==> src/pkg/dss_pkg.sv <==
package dss_pkg;
    // register byte offsets
    localparam logic [11:0] DSS_OFF_CTRL = 12'h000;
    localparam logic [11:0] DSS_OFF_TRIP0 = 12'h004;
    localparam logic [11:0] DSS_OFF_HYST0 = 12'h008;
    localparam logic [11:0] DSS_OFF_TRIP1 = 12'h00c;
    localparam logic [11:0] DSS_OFF_HYST1 = 12'h010;
    localparam logic [11:0] DSS_OFF_COMMIT = 12'h014;
    localparam logic [11:0] DSS_OFF_STATUS = 12'h018;
    localparam logic [11:0] DSS_OFF_IRQ_STAT = 12'h01c;
    localparam logic [11:0] DSS_OFF_IRQ_MASK = 12'h020;
    localparam logic [11:0] DSS_OFF_ACT_TRIP0 = 12'h024;
    localparam logic [11:0] DSS_OFF_ACT_HYST0 = 12'h028;
    localparam logic [11:0] DSS_OFF_ACT_TRIP1 = 12'h02c;
    localparam logic [11:0] DSS_OFF_ACT_HYST1 = 12'h030;
    localparam logic [11:0] DSS_OFF_SPEED = 12'h034;
    // field positions
    localparam int DSS_CTRL_NC0_BIT = 0;
    localparam int DSS_CTRL_NC1_BIT = 1;
    localparam int DSS_COMMIT_BIT = 0;
    // irq layout: bit0/1 switch changed, bit2 commit done, bit3 commit refused
    localparam int DSS_IRQ_W = 4;
    localparam int DSS_IRQ_LOADED_BIT = 2;
    localparam int DSS_IRQ_REFUSED_BIT = 3;
    // ranges in rpm
    localparam int DSS_TRIP_MAX_RPM = 5000;
    localparam int DSS_HYST_MAX_RPM = 400;
    // reset values
    localparam logic [15:0] DSS_TRIP_RST = 16'h0000;
    localparam logic [15:0] DSS_HYST_RST = 16'h0000;
    localparam logic [1:0] DSS_NC_RST = 2'h0;
    localparam logic [3:0] DSS_MASK_RST = 4'h0;

    // one switch's settings
    typedef struct packed {
        logic [15:0] trip;
        logic [15:0] hyst;
        logic nc;
    } dss_cfg_t;

    // apb request bundle
    typedef struct packed {
        logic sel;
        logic enable;
        logic write;
        logic [11:0] addr;
        logic [31:0] wdata;
    } dss_apb_req_t;
endpackage

==> src/hw/dss_trip.sv <==
`timescale 1ns/10ps
module dss_trip #(
    parameter int SPEED_W = 16
) (
    input wire logic pclk,
    input wire logic presetn,
    input wire logic ce,
    input wire logic [SPEED_W-1:0] speed,
    input wire dss_pkg::dss_cfg_t cfg,
    output logic tripped
);
    import dss_pkg::*;

    initial begin
        if (SPEED_W < 16) begin
            $error("dss_trip: speed width below 16 cannot hold threshold");
        end
    end

    logic [SPEED_W:0] release_lvl; // trip minus hysteresis
    logic floor_release; // hysteresis swallows threshold
    logic rise;
    logic fall;

    // release level and zero-floor case
    always_comb begin
        floor_release = (cfg.hyst >= cfg.trip);
        release_lvl = {1'b0, SPEED_W'(cfg.trip)} - {1'b0, SPEED_W'(cfg.hyst)};
        rise = ({1'b0, speed} > {1'b0, SPEED_W'(cfg.trip)});
        if (floor_release) begin
            fall = (speed == '0);
        end else begin
            fall = ({1'b0, speed} < release_lvl);
        end
    end

    // state held in the band between levels, untripped after reset
    always_ff @(posedge pclk or negedge presetn) begin
        if (!presetn) begin
            tripped <= 1'b0;
        end else if (ce) begin
            if (!tripped && rise) begin
                tripped <= 1'b1;
            end else if (tripped && fall) begin
                tripped <= 1'b0;
            end
        end
    end
endmodule

==> src/hw/dss_sync.sv <==
`timescale 1ns/10ps
module dss_sync (
    input wire logic pclk,
    input wire logic presetn,
    input wire logic ce,
    input wire logic d,
    output logic q
);
    logic s1; // metastability stage, read only by s2
    logic s2;
    logic s3;

    // three stages; change accepted when s2 and s3 agree
    always_ff @(posedge pclk or negedge presetn) begin
        if (!presetn) begin
            s1 <= 1'b0;
            s2 <= 1'b0;
            s3 <= 1'b0;
            q <= 1'b0;
        end else if (ce) begin
            s1 <= d;
            s2 <= s1;
            s3 <= s2;
            if (s2 == s3) begin
                q <= s3;
            end
        end
    end
endmodule

==> src/hw/dss_top.sv <==
`timescale 1ns/10ps
// Operation
// - two switches, trip zero to 5000 rpm
// - own hysteresis per switch, zero to 400
// - trips when speed rises above threshold
// - releases below threshold minus hysteresis
// - hysteresis at least threshold: release at zero
// - normally open: grounded only while tripped
// - normally closed: grounded only while untripped
// - indicator mirrors output state
// - staged settings act only after commit
// - active settings readable while running
module dss_top #(
    parameter int SPEED_W = 16
) (
    input wire logic pclk,
    input wire logic presetn,
    input wire logic ce,
    input wire logic psel,
    input wire logic penable,
    input wire logic pwrite,
    input wire logic [11:0] paddr,
    input wire logic [31:0] pwdata,
    output logic [31:0] prdata,
    output logic pready,
    output logic pslverr,
    input wire logic [SPEED_W-1:0] speed,
    input wire logic engine_run_pin,
    output logic [1:0] gnd_oe_n,
    output logic [1:0] led,
    output logic irq
);
    import dss_pkg::*;

    initial begin
        if (SPEED_W < 16 || SPEED_W > 32) begin
            $error("dss_top: speed width must be 16..32");
        end
    end

    // the two switches share one speed input and differ only in their settings;
    // software writes a staged image and moves it into the active image in one
    // step, so a half-written set of thresholds never steers an output.
    // the active image keeps running while a load is refused, and a refusal
    // leaves its own sticky flag so the tool can tell a lost load from a slow one.
    // every output leaves a flip-flop; the cost is one cycle of latency from
    // a switch decision to its ground pin and indicator.
    // the run pin comes from outside the clock domain and is filtered before use.

    dss_apb_req_t req; // bundled bus request
    dss_cfg_t stage_cfg[2]; // settings being written by software
    dss_cfg_t act_cfg[2]; // settings steering the switches
    logic [1:0] tripped; // switch state
    logic engine_run; // filtered run indication
    logic [DSS_IRQ_W-1:0] irq_stat_reg;
    logic [DSS_IRQ_W-1:0] irq_mask_reg;
    logic [DSS_IRQ_W-1:0] irq_event;
    logic [1:0] tripped_d; // edge detect for trip events
    logic wr_acc; // write taken this edge
    logic rd_acc; // read taken this edge
    logic commit_req; // commit bit written
    logic [31:0] rd_mux;
    logic rd_err;
    logic wr_err;

    // decoding shared by read and write paths
    function automatic logic addr_known(input logic [11:0] a);
        case (a)
            DSS_OFF_CTRL, DSS_OFF_TRIP0, DSS_OFF_HYST0, DSS_OFF_TRIP1,
            DSS_OFF_HYST1, DSS_OFF_COMMIT, DSS_OFF_STATUS, DSS_OFF_IRQ_STAT,
            DSS_OFF_IRQ_MASK, DSS_OFF_ACT_TRIP0, DSS_OFF_ACT_HYST0,
            DSS_OFF_ACT_TRIP1, DSS_OFF_ACT_HYST1, DSS_OFF_SPEED: begin
                return 1'b1;
            end
            default: begin
                return 1'b0;
            end
        endcase
    endfunction

    // value clipped to a documented maximum
    function automatic logic [15:0] clip(input logic [31:0] v, input int max);
        if (v > 32'(max)) begin
            return 16'(max);
        end
        return v[15:0];
    endfunction

    assign req = '{sel: psel, enable: penable, write: pwrite, addr: paddr, wdata: pwdata};

    // one-wait slave: every access is answered in the cycle after its first access cycle
    always_comb begin
        wr_acc = req.sel && req.enable && req.write && !pready;
        rd_acc = req.sel && req.enable && !req.write && !pready;
        wr_err = !addr_known(req.addr);
        rd_err = !addr_known(req.addr);
        commit_req = wr_acc && !wr_err && (req.addr == DSS_OFF_COMMIT)
            && req.wdata[DSS_COMMIT_BIT];
    end

    // pready registered: one wait state, pulse in the cycle after penable rises
    always_ff @(posedge pclk or negedge presetn) begin
        if (!presetn) begin
            pready <= 1'b0;
            pslverr <= 1'b0;
        end else if (ce) begin
            if (req.sel && req.enable && !pready) begin
                pready <= 1'b1;
                pslverr <= req.write ? wr_err : rd_err;
            end else begin
                pready <= 1'b0;
                pslverr <= 1'b0;
            end
        end
    end

    // staged settings, clipped to their legal ranges
    always_ff @(posedge pclk or negedge presetn) begin
        if (!presetn) begin
            for (int i = 0; i < 2; i++) begin
                stage_cfg[i] <= '{trip: DSS_TRIP_RST, hyst: DSS_HYST_RST, nc: DSS_NC_RST[i]};
            end
        end else if (ce && wr_acc) begin
            unique case (req.addr)
                DSS_OFF_CTRL: begin
                    stage_cfg[0].nc <= req.wdata[DSS_CTRL_NC0_BIT];
                    stage_cfg[1].nc <= req.wdata[DSS_CTRL_NC1_BIT];
                end
                DSS_OFF_TRIP0: begin
                    stage_cfg[0].trip <= clip(req.wdata, DSS_TRIP_MAX_RPM);
                end
                DSS_OFF_HYST0: begin
                    stage_cfg[0].hyst <= clip(req.wdata, DSS_HYST_MAX_RPM);
                end
                DSS_OFF_TRIP1: begin
                    stage_cfg[1].trip <= clip(req.wdata, DSS_TRIP_MAX_RPM);
                end
                DSS_OFF_HYST1: begin
                    stage_cfg[1].hyst <= clip(req.wdata, DSS_HYST_MAX_RPM);
                end
                default: begin
                    // other offsets leave the staged image alone
                end
            endcase
        end
    end

    // whole image moves at once; refused while engine runs
    always_ff @(posedge pclk or negedge presetn) begin
        if (!presetn) begin
            for (int i = 0; i < 2; i++) begin
                act_cfg[i] <= '{trip: DSS_TRIP_RST, hyst: DSS_HYST_RST, nc: DSS_NC_RST[i]};
            end
        end else if (ce && commit_req && !engine_run) begin
            act_cfg[0] <= stage_cfg[0];
            act_cfg[1] <= stage_cfg[1];
        end
    end

    // run pin filter, guards against loading under way
    dss_sync u_run_sync (
        .pclk(pclk),
        .presetn(presetn),
        .ce(ce),
        .d(engine_run_pin),
        .q(engine_run)
    );

    // two independent comparators
    generate
        for (genvar g = 0; g < 2; g++) begin : g_sw
            dss_trip #(
                .SPEED_W(SPEED_W)
            ) u_trip (
                .pclk(pclk),
                .presetn(presetn),
                .ce(ce),
                .speed(speed),
                .cfg(act_cfg[g]),
                .tripped(tripped[g])
            );
        end
    endgenerate

    // open-drain ground outputs; enable low means grounded
    always_ff @(posedge pclk or negedge presetn) begin
        if (!presetn) begin
            gnd_oe_n <= 2'h3;
            led <= 2'h0;
        end else if (ce) begin
            for (int i = 0; i < 2; i++) begin
                if (act_cfg[i].nc) begin
                    gnd_oe_n[i] <= tripped[i];
                    led[i] <= !tripped[i];
                end else begin
                    gnd_oe_n[i] <= !tripped[i];
                    led[i] <= tripped[i];
                end
            end
        end
    end

    // events: switch changes, load done, load refused
    always_comb begin
        irq_event[0] = tripped[0] ^ tripped_d[0];
        irq_event[1] = tripped[1] ^ tripped_d[1];
        irq_event[DSS_IRQ_LOADED_BIT] = commit_req && !engine_run;
        irq_event[DSS_IRQ_REFUSED_BIT] = commit_req && engine_run;
    end

    // sticky status; a new event beats a clear in the same cycle
    always_ff @(posedge pclk or negedge presetn) begin
        if (!presetn) begin
            tripped_d <= 2'h0;
            irq_stat_reg <= '0;
            irq_mask_reg <= DSS_MASK_RST;
            irq <= 1'b0;
        end else if (ce) begin
            tripped_d <= tripped;
            if (wr_acc && req.addr == DSS_OFF_IRQ_STAT) begin
                irq_stat_reg <= (irq_stat_reg & ~req.wdata[DSS_IRQ_W-1:0]) | irq_event;
            end else begin
                irq_stat_reg <= irq_stat_reg | irq_event;
            end
            if (wr_acc && req.addr == DSS_OFF_IRQ_MASK) begin
                irq_mask_reg <= req.wdata[DSS_IRQ_W-1:0];
            end
            irq <= |(irq_stat_reg & irq_mask_reg);
        end
    end

    // read mux; active image readable at any time
    always_comb begin
        rd_mux = 32'h0000_0000;
        unique case (req.addr)
            DSS_OFF_CTRL: begin
                rd_mux = {30'h0, stage_cfg[1].nc, stage_cfg[0].nc};
            end
            DSS_OFF_TRIP0: begin
                rd_mux = {16'h0, stage_cfg[0].trip};
            end
            DSS_OFF_HYST0: begin
                rd_mux = {16'h0, stage_cfg[0].hyst};
            end
            DSS_OFF_TRIP1: begin
                rd_mux = {16'h0, stage_cfg[1].trip};
            end
            DSS_OFF_HYST1: begin
                rd_mux = {16'h0, stage_cfg[1].hyst};
            end
            DSS_OFF_STATUS: begin
                rd_mux = {27'h0, engine_run, act_cfg[1].nc, act_cfg[0].nc, tripped};
            end
            DSS_OFF_IRQ_STAT: begin
                rd_mux = {28'h0, irq_stat_reg};
            end
            DSS_OFF_IRQ_MASK: begin
                rd_mux = {28'h0, irq_mask_reg};
            end
            DSS_OFF_ACT_TRIP0: begin
                rd_mux = {16'h0, act_cfg[0].trip};
            end
            DSS_OFF_ACT_HYST0: begin
                rd_mux = {16'h0, act_cfg[0].hyst};
            end
            DSS_OFF_ACT_TRIP1: begin
                rd_mux = {16'h0, act_cfg[1].trip};
            end
            DSS_OFF_ACT_HYST1: begin
                rd_mux = {16'h0, act_cfg[1].hyst};
            end
            DSS_OFF_SPEED: begin
                rd_mux = 32'(speed);
            end
            default: begin
                rd_mux = 32'h0000_0000;
            end
        endcase
    end

    // read data registered alongside pready; no side effects on read
    always_ff @(posedge pclk or negedge presetn) begin
        if (!presetn) begin
            prdata <= 32'h0000_0000;
        end else if (ce) begin
            if (rd_acc) begin
                prdata <= rd_err ? 32'h0000_0000 : rd_mux;
            end else begin
                prdata <= 32'h0000_0000;
            end
        end
    end
endmodule

==> config.mk <==
export PLATFORM = sky130hd
export DESIGN_NAME = dss_top
export DESIGN_NICKNAME = d
export VERILOG_FILES = /design/src/pkg/dss_pkg.sv /design/src/hw/dss_trip.sv /design/src/hw/dss_sync.sv /design/src/hw/dss_top.sv
export SDC_FILE = /design/constraint.sdc
export NUM_CORES = 1
export LEC_CHECK = 0
export BUFFER_PORTS_ARGS = -buffer_cell sky130_fd_sc_hd__buf_2
export CAP_MARGIN = 40
export CORE_UTILIZATION = 55
export DETAILED_ROUTE_END_ITERATION = 6
export PLACE_DENSITY = 0.75
export SLEW_MARGIN = 30
export SYNTH_ARGS = -nofsm -noshare
export SYNTH_HDL_FRONTEND = slang
export SYNTH_SLANG_ARGS = --single-unit
==> constraint.sdc <==
create_clock -name pclk -period 8.3 [get_ports pclk]
set_input_delay 1.245 -clock pclk [delete_from_list [all_inputs] [get_ports pclk]]
set_output_delay 1.245 -clock pclk [all_outputs]
set_load 0.01 [all_outputs]
==> results.sh <==
export IMPL_cts_made_buffers=17
export IMPL_drt_antenna_violating_nets=0
export IMPL_p_leak_nw=5.56
export IMPL_finalHoldViolCount=0
export IMPL_worst_setup_path_type="reg -> reg"
export IMPL_nNetsFinal=1368
export IMPL_cts_htree_levels=4
export IMPL_syn2layout_area_growth_pct=11.7
export IMPL_yosysWarnings=0
export IMPL_fin_skew_ns=0.00775
export IMPL_chipHeight_um=143
export IMPL_synth_ff_type="dfrtp_1"
export IMPL_dr_pass1_iters=6
export IMPL_synthTopCellsByArea="dfrtp_1 (39%), ha_1 (11%), mux2_2 (8.8%)"
export IMPL_grt_pass1_vias=8911
export IMPL_grt_max_degree=89
export IMPL_peakVddDrop_mv=0.147
export IMPL_synthCells=1127
export IMPL_clk_insertion_delay_late_ns=0.43
export IMPL_gp_congestion=0.972
export IMPL_antenna_found_initial=1
export IMPL_drc=0
export IMPL_status="finished, final reports clean"
export IMPL_worstPathMaxFanout=4
export IMPL_cap_viol_max_count=0
export IMPL_cts_sinks=171
export IMPL_seq_area_frac_synth_pct=39.1
export IMPL_initialDrtViolationCount=786
export IMPL_core_area_mm2=0.0195
export IMPL_netlist_area_mm2=0.0110
export IMPL_required_ns=8.61
export IMPL_endpoint_kind="flip-flop"
export IMPL_tightest_slew_ns=0.860
export IMPL_layout_drive_gt1_share_pct=19.0
export IMPL_synth_seq_cells=171
export IMPL_max_freq_ghz=0.237
export IMPL_yosysTopAreaCell="dfrtp_1"
export IMPL_synth_top_area_share_pct=38.6
export IMPL_hold_class="reg -> reg"
export IMPL_top_regs="act_cfg x66, stage_cfg x66, prdata x16"
export IMPL_maxSlewHeadroom_pct=42.2
export IMPL_grt_overflow=0
export IMPL_cts_tree="built"
export IMPL_die_w_um=143
export IMPL_ys_types=71
export IMPL_setup_violations=0
export IMPL_port_buffers=89
export IMPL_place_hpwl_um=24900
export IMPL_path_clk_slew_ns=0.07
export IMPL_clockBufferDepth=2
export IMPL_rsz0062_at_grt="no"
export IMPL_initial_utilization_pct=56.1
export IMPL_startpoint_type="flip-flop"
export IMPL_antenna_cells=0
export IMPL_drv_slew=0
export IMPL_min_period_ns=4.21
export IMPL_hold_buffers=0
export IMPL_synth_edff_count=0
export IMPL_num_rows=51
export IMPL_cts_resized=0
export IMPL_vias=9180
export IMPL_syn_avg_cell_area_um2=9.72
export IMPL_die_area_mm2=0.0205
export IMPL_routedWlPerCell_um=21.9
export IMPL_drt_vias_per_instance=6.20
export IMPL_synth_async_reset_ratio_pct=100
export IMPL_crit_arrival_ns=4.52
export IMPL_finalCritPeriodShare_pct=50.8
export IMPL_grt_use_total_pct=33.4
export IMPL_wirelength_um=32500
export IMPL_cts_setup_buffers=0
export IMPL_grt_pass1_wl_um=50400
export IMPL_cts_root_buffer="clkbuf_16"
export IMPL_finalHoldWorstSlack_ns=0.466
export IMPL_p_total_mw=1.78
export IMPL_ioPinCount=106
export IMPL_setup_tns_ns=0
export IMPL_p_per_area_mw_per_mm2=145
export IMPL_fill_cells=1671
[worst paths after layout]
path	end	start	slack, ns	cells past startpoint
min in group asynchronous	u_run_sync.s1$_DFFE_PN0P_	presetn	0.69	1
hold / removal	gnd_oe_n[1]$_DFFE_PN1P_	gnd_oe_n[1]$_DFFE_PN1P_	0.47	2
setup reg to reg	g_sw[1].u_trip.tripped$_DFFE_PN0P_	act_cfg[17]$_DFFE_PN0P_	4.09	17
hold reg to reg	gnd_oe_n[1]$_DFFE_PN1P_	gnd_oe_n[1]$_DFFE_PN1P_	0.47	2
max in group asynchronous	prdata[8]$_DFFE_PN0P_	presetn	6.73	3
setup / recovery	g_sw[1].u_trip.tripped$_DFFE_PN0P_	act_cfg[17]$_DFFE_PN0P_	4.09	17
[critical path: stages, from the launching register on]
cell and delay, ns:
dfrtp_1 0.43, inv_1 0.07, ha_1 0.16, inv_1 0.05
fa_1 0.42, a31o_2 0.26, a311oi_2 0.45, o21ba_2 0.23
o21bai_1 0.07, a21oi_1 0.18, xor2_1 0.18, ha_1 0.27
a2111oi_0 0.37, o21ai_0 0.16, a21oi_1 0.13, o21ai_0 0.09
a311o_1 0.35, a32o_1 0.25
[kinds of logic (layout without fill, tap and decap cells)]
family          count (synthesis)  count (layout)  synth area share [%]
mux                           114             114                  11.4
compound gates                293             293                  17.6
fa+ha+maj                      96              96                  11.1
flops                         171             171                  39.1
buf+inv                       140             214                  5.64
other cells                     1              16                0.0342
xor+xnor                       32              32                  2.56
simple gates                  280             280                  12.6
[cell usage in the layout, fill, tap and decap left out, types with 15 or more instances in the layout]
cell type / instances
dfrtp_1: 169
clkbuf_16: 17
nand3_1: 19
buf_2: 88
xnor2_1: 19
inv_1: 78
nor2b_1: 16
a21o_1: 27
nor2_1: 34
ha_1: 94
o21ai_0: 88
a22oi_1: 15
and2_1: 25
nand2_1: 112
mux2_2: 86
conb_1: 16
nor4_1: 16
mux2i_1: 28
a21oi_1: 60
[per-stage QoR]
| step | instance area (um2) | util, % | worst slack [ns] | instances |
|---|---|---|---|---|
| detailed placement | 11600 | 59.3 | 4.16 | 1446 |
| finish | 12200 | 62.7 | 4.09 | 1481 |
| floorplan | 11000 | - | 4.58 | 1142 |
| CTS | 12100 | 62.1 | 4.11 | 1476 |
| global placement | 11500 | 59.0 | 3.82 | 1440 |
| global route | 12200 | 62.7 | 3.82 | 1481 |
[cells in the mapped netlist (5+ instances only)]
library cell and n:
a211oi_1 7, nand4_1 14, ha_1 94, and2_1 25
a222oi_1 6, nor2_1 35, inv_1 79, or3_1 5
a2111oi_0 7, nand2_1 112, clkbuf_1 25, a22oi_1 15
and3_1 5, xor2_1 13, buf_2 14, a21o_1 27
o21ai_0 88, o22ai_1 6, a22o_1 5, nor2b_1 16
buf_4 20, a31oi_1 7, dfrtp_1 169, o21bai_1 6
nor4_1 16, a21oi_1 60, mux2_2 86, nor3_1 14
nand3_1 19, o211ai_1 6, o21a_1 7, mux2i_1 28
a221oi_1 5, xnor2_1 19, o2bb2ai_1 9
[layout make-up]
cell class / count / area, um2 / area share [%]
Clock buffer: 22 / 464 / 3.79
Clock inverter: 8 / 86.3 / 0.705
Inverter: 79 / 297 / 2.42
Multi-Input combinational cell: 831 / 6120 / 50.0
Sequential cell: 171 / 4280 / 35.0
Tap cell: 265 / 332 / 2.71
Timing Repair Buffer: 105 / 658 / 5.38
[report_power, final]
group          internal (mW)  total (mW)  switching [mW]  leakage (nW)
clock                  0.429       0.761           0.332         0.256
sequential             0.847       0.865          0.0175          2.34
combinational         0.0583       0.153          0.0945          2.97
total                   1.33        1.78           0.444          5.56
[per-layer routing]
metal | vias to the layer above | GRT usage [%] | wire length, um
li1 | 4216 | - | -
met5 | - | 0 | 0
met3 | 84 | 8.48 | 3070
met2 | 451 | 51.0 | 14300
met4 | 0 | 13.2 | 1150
met1 | 4429 | 45.4 | 14000
Note: power is estimated with default switching activity, not from simulation.
